File: src/core/lamp_switch_defs.vh
// constants for the dual lamp switch serial slave and control pins
// assumes a 25 MHz system clock; included by bare name
`ifndef LAMP_SWITCH_DEFS_VH
`define LAMP_SWITCH_DEFS_VH

// =====================================================================
// frame layout
`define FRAME_BITS      16
`define BIT_CNT_W       5
`define BIT_CNT_FULL    5'h10
`define BIT_CNT_MAX     5'h1f
`define ADDR_MSB        15
`define ADDR_LSB        11
`define DATA_MSB        10
`define NUM_REGS        32
`define DATA_W          11
`define DATA_RESET      11'h000

// =====================================================================
// control register addresses and field positions
`define ADDR_OUT_CTRL   5'h01
`define ADDR_PWM_CTRL   5'h02
`define ADDR_SENSE_CTRL 5'h03
`define OUT0_BIT        0
`define OUT1_BIT        1
`define PWM_EN_BIT      0
`define CLK_SEL_BIT     1
`define SENSE_SEL_LSB   0
`define SENSE_SEL_MSB   1
`define SENSE_HIZ       2'h0
`define SENSE_OUT0      2'h1
`define SENSE_OUT1      2'h2
`define SENSE_TEMP      2'h3

// =====================================================================
// pwm prescale and clock-failure watch
`define PWM_DIV         128
`define PWM_DIV_W       7
`define PWM_DIV_LAST    7'h7f
`define CLKFAIL_LIMIT   16'h3000
`define CLKFAIL_W       16

`endif

File: src/core/edge_sync.v
// two-flop synchroniser with rise and fall pulses on the synced level
// assumes the input is asynchronous to clk; synchronous active-high reset
`timescale 1ns/1ps
`default_nettype none

// idle level of the pin is the reset value, so no false edge after reset
module edge_sync #(
    parameter IDLE = 1'b0
) (
    input  wire clk,
    input  wire rst,
    input  wire din,
    output wire level,
    output wire rise,
    output wire fall
);
    reg meta_q;
    reg sync_q;
    reg prev_q;

    // =================================================================
    // synchronise; meta_q feeds only sync_q
    always @(posedge clk) begin
        if (rst) begin
            meta_q <= IDLE;
            sync_q <= IDLE;
            prev_q <= IDLE;
        end else begin
            meta_q <= din;
            sync_q <= meta_q;
            prev_q <= sync_q;
        end
    end

    assign level = sync_q;
    assign rise  = sync_q & ~prev_q;
    assign fall  = ~sync_q & prev_q;
endmodule // edge_sync

`default_nettype wire

File: src/core/lamp_spi_slave.v
// serial slave, control pins, wake, fail-safe and sense select
// assumes REF_CLK at 25 MHz, serial clock at most about 3 MHz so that
// oversampling sees every edge; pins asynchronous to REF_CLK
`timescale 1ns/1ps
`default_nettype none
`include "lamp_switch_defs.vh"

module lamp_spi_slave (
    input  wire        REF_CLK,
    input  wire        SRST,
    input  wire        CHIP_SELECT_LOW,
    input  wire        SERIAL_CLK,
    input  wire        SERIAL_IN,
    output wire        SERIAL_OUT,
    output wire        SERIAL_OUT_OE,
    input  wire        DEVICE_RESET_LOW,
    input  wire        WAKE,
    input  wire        DIRECT_INPUT_ZERO,
    input  wire        DIRECT_INPUT_ONE,
    input  wire        LOGIC_SUPPLY_OK,
    input  wire        FAULT_DETECTED,
    input  wire [15:0] STATUS_WORD,
    output reg         SWITCH_OUTPUT_ZERO,
    output reg         SWITCH_OUTPUT_ONE,
    output wire        FAULT_FLAG_LOW_OUT,
    output wire        FAULT_FLAG_LOW_OE,
    output reg  [1:0]  SENSE_SELECT,
    output reg         SENSE_OUTPUT_HIZ,
    output reg         AWAKE,
    output reg         FAIL_SAFE,
    output reg         WATCHDOG_START,
    output reg         PWM_TICK,
    output reg         CLOCK_FAIL
);
    // =================================================================
    // pin synchronisers
    wire cs_lvl;
    wire cs_rise;
    wire cs_fall;
    wire sck_rise;
    wire sck_fall;
    wire si_lvl;
    wire rst_lvl;
    wire rst_rise;
    wire in0_lvl;
    wire in0_rise;
    wire in1_lvl;
    wire wake_lvl;
    wire vdd_ok;

    // select, device reset and supply good idle high
    edge_sync #(.IDLE(1'b1)) u_cs (.clk(REF_CLK), .rst(SRST),
        .din(CHIP_SELECT_LOW),
        .level(cs_lvl), .rise(cs_rise), .fall(cs_fall));
    edge_sync u_sck (.clk(REF_CLK), .rst(SRST), .din(SERIAL_CLK),
        .level(), .rise(sck_rise), .fall(sck_fall));
    edge_sync u_si (.clk(REF_CLK), .rst(SRST), .din(SERIAL_IN),
        .level(si_lvl), .rise(), .fall());
    edge_sync #(.IDLE(1'b1)) u_rst (.clk(REF_CLK), .rst(SRST),
        .din(DEVICE_RESET_LOW),
        .level(rst_lvl), .rise(rst_rise), .fall());
    edge_sync u_in0 (.clk(REF_CLK), .rst(SRST), .din(DIRECT_INPUT_ZERO),
        .level(in0_lvl), .rise(in0_rise), .fall());
    edge_sync u_in1 (.clk(REF_CLK), .rst(SRST), .din(DIRECT_INPUT_ONE),
        .level(in1_lvl), .rise(), .fall());
    edge_sync u_wake (.clk(REF_CLK), .rst(SRST), .din(WAKE),
        .level(wake_lvl), .rise(), .fall());
    edge_sync #(.IDLE(1'b1)) u_vdd (.clk(REF_CLK), .rst(SRST),
        .din(LOGIC_SUPPLY_OK),
        .level(vdd_ok), .rise(), .fall());

    // selected means select low after sync
    wire sel = ~cs_lvl;
    // device reset held low clears all but the AWAKE, FAIL_SAFE, WATCHDOG_START and pin synchroniser flops
    wire dev_rst = SRST | ~rst_lvl;

    // =================================================================
    // serial shifter state
    reg [15:0]             rx_q;
    reg [15:0]             tx_q;
    reg [`BIT_CNT_W-1:0]   cnt_q;
    reg [`DATA_W-1:0]      regs_q [0:`NUM_REGS-1];
    reg                    pwm_clk_on_q;
    integer                i;

    wire [4:0] frame_addr = rx_q[`ADDR_MSB:`ADDR_LSB];

    // sample on falling, shift out on rising
    always @(posedge REF_CLK) begin
        if (dev_rst) begin
            rx_q  <= 16'h0000;
            tx_q  <= 16'h0000;
            cnt_q <= 5'h00;
        end else if (cs_fall) begin
            tx_q  <= STATUS_WORD;
            cnt_q <= 5'h00;
        end else if (sel) begin
            if (sck_fall) begin
                rx_q <= {rx_q[14:0], si_lvl};
                if (cnt_q != `BIT_CNT_MAX)
                    cnt_q <= cnt_q + 5'h01;
            end
            if (sck_rise)
                tx_q <= {tx_q[14:0], 1'b0};
        end
    end

    // first bit stands from select fall; later bits after each rise
    assign SERIAL_OUT    = tx_q[15];
    assign SERIAL_OUT_OE = sel;

    // =================================================================
    // register file written at select rise
    // device reset clears config registers
    always @(posedge REF_CLK) begin
        if (dev_rst) begin
            for (i = 0; i < `NUM_REGS; i = i + 1)
                regs_q[i] <= `DATA_RESET;
        end else if (cs_rise && cnt_q == `BIT_CNT_FULL) begin
            regs_q[frame_addr] <= rx_q[`DATA_MSB:0];
        end
    end

    wire [`DATA_W-1:0] out_reg   = regs_q[`ADDR_OUT_CTRL];
    wire [`DATA_W-1:0] pwm_reg   = regs_q[`ADDR_PWM_CTRL];
    wire [`DATA_W-1:0] sense_reg = regs_q[`ADDR_SENSE_CTRL];
    wire pwm_en  = pwm_reg[`PWM_EN_BIT];
    wire clk_sel = pwm_reg[`CLK_SEL_BIT];

    // =================================================================
    // wake and mode
    // any wake source leaves sleep
    wire wake_any = rst_lvl | wake_lvl | in0_lvl | in1_lvl | pwm_clk_on_q;

    always @(posedge REF_CLK) begin
        if (SRST) begin
            AWAKE          <= 1'b0;
            FAIL_SAFE      <= 1'b0;
            WATCHDOG_START <= 1'b0;
        end else begin
            AWAKE          <= wake_any;
            FAIL_SAFE      <= wake_any & ~vdd_ok;
            WATCHDOG_START <= rst_rise;
        end
    end

    // =================================================================
    // output drive; fail-safe lets both direct pins drive the outputs, ORed with the register bits
    always @(posedge REF_CLK) begin
        if (dev_rst) begin
            SWITCH_OUTPUT_ZERO <= 1'b0;
            SWITCH_OUTPUT_ONE  <= 1'b0;
        end else if (FAIL_SAFE || !(pwm_en && !clk_sel)) begin
            SWITCH_OUTPUT_ZERO <= in0_lvl | out_reg[`OUT0_BIT];
            SWITCH_OUTPUT_ONE  <= in1_lvl | out_reg[`OUT1_BIT];
        end else begin
            // input zero carries the pwm clock, so only its bit steers output zero
            SWITCH_OUTPUT_ZERO <= out_reg[`OUT0_BIT];
            SWITCH_OUTPUT_ONE  <= in1_lvl | out_reg[`OUT1_BIT];
        end
    end

    // =================================================================
    // pwm prescaler and clock-failure watch
    reg [`PWM_DIV_W-1:0] div_q;
    reg [`CLKFAIL_W-1:0] idle_q;
    // external pwm clock taken from input zero
    wire ext_pwm = pwm_en & ~clk_sel;

    always @(posedge REF_CLK) begin
        if (dev_rst) begin
            div_q        <= 7'h00;
            PWM_TICK     <= 1'b0;
            idle_q       <= 16'h0000;
            CLOCK_FAIL   <= 1'b0;
            pwm_clk_on_q <= 1'b0;
        end else begin
            PWM_TICK <= 1'b0;
            // one tick per 128 rising clock edges
            if (ext_pwm && in0_rise) begin
                div_q <= div_q + 7'h01;
                if (div_q == `PWM_DIV_LAST)
                    PWM_TICK <= 1'b1;
            end
            // watch only with pwm on and external
            if (!ext_pwm || in0_rise) begin
                idle_q     <= 16'h0000;
                CLOCK_FAIL <= 1'b0;
            end else if (idle_q == `CLKFAIL_LIMIT) begin
                CLOCK_FAIL <= 1'b1;
            end else begin
                idle_q <= idle_q + 16'h0001;
            end
            pwm_clk_on_q <= ext_pwm & ~CLOCK_FAIL;
        end
    end

    // =================================================================
    // sense select
    // current, temperature or high impedance
    always @(posedge REF_CLK) begin
        if (dev_rst) begin
            SENSE_SELECT     <= `SENSE_HIZ;
            SENSE_OUTPUT_HIZ <= 1'b1;
        end else begin
            SENSE_SELECT <= sense_reg[`SENSE_SEL_MSB:`SENSE_SEL_LSB];
            SENSE_OUTPUT_HIZ <=
                (sense_reg[`SENSE_SEL_MSB:`SENSE_SEL_LSB] == `SENSE_HIZ);
        end
    end

    // =================================================================
    // fault flag, open drain: drive low only
    // pull low while fault present
    assign FAULT_FLAG_LOW_OUT = 1'b0;
    assign FAULT_FLAG_LOW_OE  = FAULT_DETECTED | CLOCK_FAIL;
endmodule // lamp_spi_slave

`default_nettype wire

File: config.mk
export PLATFORM = sky130hd
export DESIGN_NAME = lamp_spi_slave
export DESIGN_NICKNAME = d
export VERILOG_FILES = /design/src/core/edge_sync.v /design/src/core/lamp_spi_slave.v
export VERILOG_INCLUDE_DIRS = /design/src /design/src/core
export SDC_FILE = /design/constraint.sdc
export NUM_CORES = 1
export LEC_CHECK = 0
export BUFFER_PORTS_ARGS = -buffer_cell sky130_fd_sc_hd__buf_2
export CORE_UTILIZATION = 45
export DETAILED_ROUTE_END_ITERATION = 10
export PLACE_DENSITY = 0.66
export SYNTH_ARGS = -nofsm -noshare
export SYNTH_HDL_FRONTEND = slang
export SYNTH_SLANG_ARGS = --single-unit
File: constraint.sdc
create_clock -name REF_CLK -period 4.24 [get_ports REF_CLK]
set_clock_uncertainty 0.05 [all_clocks]
set_input_delay 0.848 -clock REF_CLK [delete_from_list [all_inputs] [get_ports REF_CLK]]
set_output_delay 0.848 -clock REF_CLK [all_outputs]
set_load 0.005 [all_outputs]
==> After elaboration in Yosys (flattened, before gate mapping) <==
Memory sizes are Yosys's and may differ from the RTL's.
Cells that the tools add are included.
{ "word_totals": {"regBits": 91, "mem_bits_rw": 352, "in_bits": 27, "output_inout_bits": 14, "word_cells": 103, "memories": 1} }
{ "classes": {"add_sub_neg": 3, "n_eq_ne": 5, "muxes": 13, "bitwise": 29, "reduce_logical": 17} }
{ "memory_table": {"columns": ["name", "depth", "word_bits", "rd", "rd_clocked_by_memory_dff", "write_ports", "line_no", "text"], "rows": [
  ["regs_q", 32, 11, 3, 0, 32, "lamp_spi_slave.v:82", "reg [`DATA_W-1:0] regs_q [0:`NUM_REGS-1];"]
]} }
{ "op_table": {"columns": ["operator", "n"], "rows": [
  ["$mux 16", 3],
  ["$add 16x1->16 const B", 1],
  ["$eq 16x14->1 const B", 1],
  ["$not 1->1", 12],
  ["$mux 11", 1],
  ["$reduce_or 11->1", 1],
  ["$and 1x1->1", 9],
  ["$mux 1", 8],
  ["$or 1x1->1", 8],
  ["$add 7x1->7 const B", 1],
  ["$eq 7x7->1 const B", 1],
  ["$reduce_and 3->1", 2],
  ["$reduce_or 2->1", 3],
  ["$add 5x1->5 const B", 1],
  ["$eq 5x5->1 const B", 1],
  ["$mux 5", 1],
  ["$ne 5x5->1 const B", 1],
  ["$logic_and 1x1->1", 3],
  ["$logic_not 1->1", 3],
  ["$logic_not 2->1", 1],
  ["$logic_or 1x1->1", 2],
  ["$ne 2x2->1 const B", 1],
  ["$reduce_and 2->1", 1],
  ["$reduce_bool 2->1", 1]
]} }

==> Logic depth before layout (Yosys ltp) <==
{ "depth": {"word_depth": 8, "ltp_mapped": 7, "depth_no_buf": 7} }

==> Modules after synthesis <==
A second synthesis with hierarchy kept.
{ "hier_totals": {"hier_cells": 426, "hier_area_um2": 3997.6} }
{ "modules_own_cells": {"columns": ["mod", "n_inst", "cells_each", "area_per_inst_um2"], "rows": [
  ["lamp_spi_slave", 1, 362, 3263.1],
  ["edge_sync at u_in0 ...", 5, 8, 91.3],
  ["edge_sync at u_cs ...", 3, 8, 92.6]
]} }

==> Least setup slack after synthesis <==
OpenSTA, ideal clock, no wires.
{ "synth_timing": {"kind": "input to output", "start": "input port FAULT_DETECTED", "end": "output port FAULT_FLAG_LOW_OE", "t_arrival_ps": 1115, "required_ps": 3342, "slack_ps": 2227, "stages": 1, "n_path_buf": 0, "cell_sequence": "or2_2"} }
{ "synth_between": {"elab_chain_cells": 1} }
{ "synth_lines": {"columns": ["item", "line_no", "text"], "rows": [
  ["start: declaration", "lamp_spi_slave.v:21", "input wire FAULT_DETECTED,"],
  ["$or 1x1->1", "lamp_spi_slave.v:216", "assign FAULT_FLAG_LOW_OE = FAULT_DETECTED | CLOCK_FAIL;"],
  ["end: declaration", "lamp_spi_slave.v:26", "output wire FAULT_FLAG_LOW_OE,"]
]} }
Every way passes these cells.

==> Worst setup path after layout <==
{ "layout_timing": {"start": "input port SRST", "end": "register idle_q[5]"} }
{ "layout_between": {"elab_chain_cells": 2} }
{ "layout_lines": {"columns": ["item", "line_no", "text"], "rows": [
  ["start: declaration", "lamp_spi_slave.v:10", "input wire SRST,"],
  ["$or 1x1->1", "lamp_spi_slave.v:75", "wire dev_rst = SRST | ~rst_lvl;"],
  ["$reduce_or 2->1 (no line)", null, null],
  ["end signal: assignment", "lamp_spi_slave.v:192", "idle_q <= idle_q + 16'h0001;"],
  ["end: declaration", "lamp_spi_slave.v:166", "reg [`CLKFAIL_W-1:0] idle_q;"]
]} }
Every way passes these cells.
A chain may end at the register's enable or synchronous reset.

==> metrics.cfg <==
[cts]
cts_hold_buf = 0
worstSkewPairLatency_ns = 0.35
cts_resized = 0
cts_buffers = 9
post_cts.repair.setup_buffers = 0
cts_tree = yes
cts_sinks = 97
cts-root-buf = clkbuf_8
ctsLongestPathBuffers = 2
h-tree-depth = 3
clkSlewWorstSetupHoldPaths_ns = 0.09

[global_routing]
grt_usage_pct = 15.28
use_met3_pct = 4.228
overflow = 0
busiest_layer = met2
first_global_vias = 2358
grt_util_met1_pct = 19.47
antenna_found_initial = 0
grt_pass1_wl_um = 10470
grt_max_degree = 45
gr-usage-met2_pct = 25.00

[sta]
max_slew.worst_pin.slew_ns = 1.122
tns_ns = 0
min_period_ns = 2.362
slew_headroom_pct = 24.69
fmax_ghz = 0.4235
drv_slew = 0
period_share_pct = 55.70
finalHoldViolCount = 0
setup_violations = 0
rsz0062_at_grt = no

[detailed_routing]
drt-initial-drc-count = 130
firstDrtPassIters = 4
drc = 0
viasPerCell = 4.895
via_count = 2619
wl_per_cell_um = 11.32
wl_um = 6057
ant_nets = 0

[layout]
nNetsFinal = 461
antenna_cells = 0
final_cells = 535
layout_commonest_cell = dfxtp_1
drive_gt1_share_pct = 16.86
areaGrowthSynthToFinish_pct = 11.40
most-common-layout-cells = dfxtp_1, nor2_1, nand2_1, buf_2, a21oi_1

[logic_synthesis]
syn_avg_cell_area_um2 = 9.506
synth_edf_count = 6
synth.distinct_cells = 43
ys_ff_latch = 97
synth-async-reset-ratio_pct = 0
synth_area_um2 = 3755
ys.flop_type = dfxtp_1
syn_inst = 395
yosysWarnings = 0
syn-num-nets = 428
ys_seq_area_share_pct = 53.32

[setup_path]
path_cells = buf_2 > nand2b_1 > buf_4 > nor2_1 > o21ai_1 > nor2_1
end_kind = register
slowest_stage = o21ai_1
crit_fanout = 44
slowest_delay_ns = 0.60
crit_type = input port to register
startpoint_type = input port
critPathArrivalTime_ns = 2.50
crit_top_cell = nor2_1
worst-endpoint-required_ns = 4.38

[place]
dpl.cell_count = 519
dpl.hpwl_um = 4090
port_buffers = 39
gp_congestion = 0.7308

[pwr]
ir_drop_v = 0.0002184
power_density_nw_per_um2 = 374.3
p_leak_nw = 1.534

[floorplan]
num_rows = 32
die_area_um2 = 8713
core_area_um2 = 7888
start_util_pct = 47.60
num_io_pins = 41
die_width_um = 93.35
die_h_um = 93.35

[job]
drv_cap = 0

[min_path]
hp-class = register to register

[run_status]
status = completed

[metrics by stage]
| stage | area, µm² | hold slack, ns | setup slack [ns] | utilization (%) | power [W] |
|---|---|---|---|---|---|
| 2_1_floorplan | 3755 | 0.3174 | 2.227 | - | 0.001021 |
| 3_3_place_gp | 4004 | 0.3236 | 1.529 | 50.76 | 0.001046 |
| 3_5_place_dp | 4004 | 0.3219 | 1.473 | 50.76 | 0.001048 |
| 4_1_cts | 4183 | 0.3340 | 1.860 | 53.03 | 0.001586 |
| 5_1_grt | 4183 | 0.3521 | 1.655 | 53.03 | 0.001633 |
| 6_report | 4183 | 0.3331 | 1.878 | 53.03 | 0.001566 |
[sequential cells by signal, summed over array words and instances, names as in the netlist, 2 cells and up]
signal	flops
idle_q	16
regs_q	6
SENSE_SELECT	2
div_q	7
rx_q	16
tx_q	16
cnt_q	5
[Yosys cell counts, types with 2 or more instances]
library cell  number  area share [%]
a211oi_1          15             3.0
a21oi_1           26             3.5
and2_1             7             1.2
and3_1             5            0.83
and4_1             3            0.70
buf_2              5            0.67
buf_4              2            0.40
clkbuf_1          11             1.1
dfxtp_1           91              49
edfxtp_1           6             4.8
ha_1               6             2.0
inv_1             10             1.0
mux2i_1           18             4.8
nand2_1           42             4.2
nand2b_1           6             1.0
nand3_1            7            0.93
nand4_1            8             1.3
nor2_1            54             5.4
nor2b_1           13             2.2
nor3_1             3            0.40
nor4_1             2            0.33
o21ai_0            6            0.80
o31ai_1            2            0.40
or2_2              9             1.5
or4_1              2            0.40
xnor2_1            5             1.2
xor2_1            15             3.5
[worst paths after layout]
path,start,endpoint,slack (ns),cells after the start
worst max-delay path,SRST,idle_q[5]$_SDFFE_PP0P_,1.88,6
worst min-delay path,u_vdd.level$_SDFF_PP1_,FAIL_SAFE$_SDFF_PP0_,0.33,1
worst max register to register,u_cs.level$_SDFF_PP1_,regs_q[3][0]$_SDFFCE_PN0P_,2.31,3
worst min register to register,u_vdd.level$_SDFF_PP1_,FAIL_SAFE$_SDFF_PP0_,0.33,1
[power breakdown]
group          leakage, nW  internal [W]  switching [W]
sequential           0.802      0.000941     0.00000939
clock               0.0825      0.000232       0.000309
combinational        0.649     0.0000340      0.0000403
total                 1.53       0.00121       0.000359
[cell type report]
cell class / instances / area (µm²)
clock buffer: 11 / 141.4
clock inverter: 5 / 37.54
fill: 718 / 3705
inverter: 10 / 37.54
multi-input combinational: 268 / 1619
sequential: 97 / 2002
tap: 102 / 127.6
timing repair buffer: 42 / 217.7
[cell families (layout without fill, tap and decap cells)]
group	after synthesis	count (layout)	synth area share, %
AO/OA/AOI/OAI	50	50	7.797
XOR/XNOR	20	20	4.665
adder cells (fa/ha/maj)	6	6	1.999
buffers and inverters	30	68	3.665
flip-flops	97	97	53.32
multiplexers	18	18	4.798
other	1	1	0.09987
AND/OR/NAND/NOR	173	173	23.66
[critical path: cells and delay by family]
family,cells,cell delay (ns)
and+or+nand+nor,3,0.35
buffers and inverters,2,0.68
AOI/OAI and AO/OA,1,0.60
[layer usage]
layer	routed length, µm	vias to the layer above
li1	-	1387
met1	2940	1181
met2	2780	44
met3	254	7
met4	80	0
met5	0	-
No activity file was read; power rests on OpenSTA's default activity.
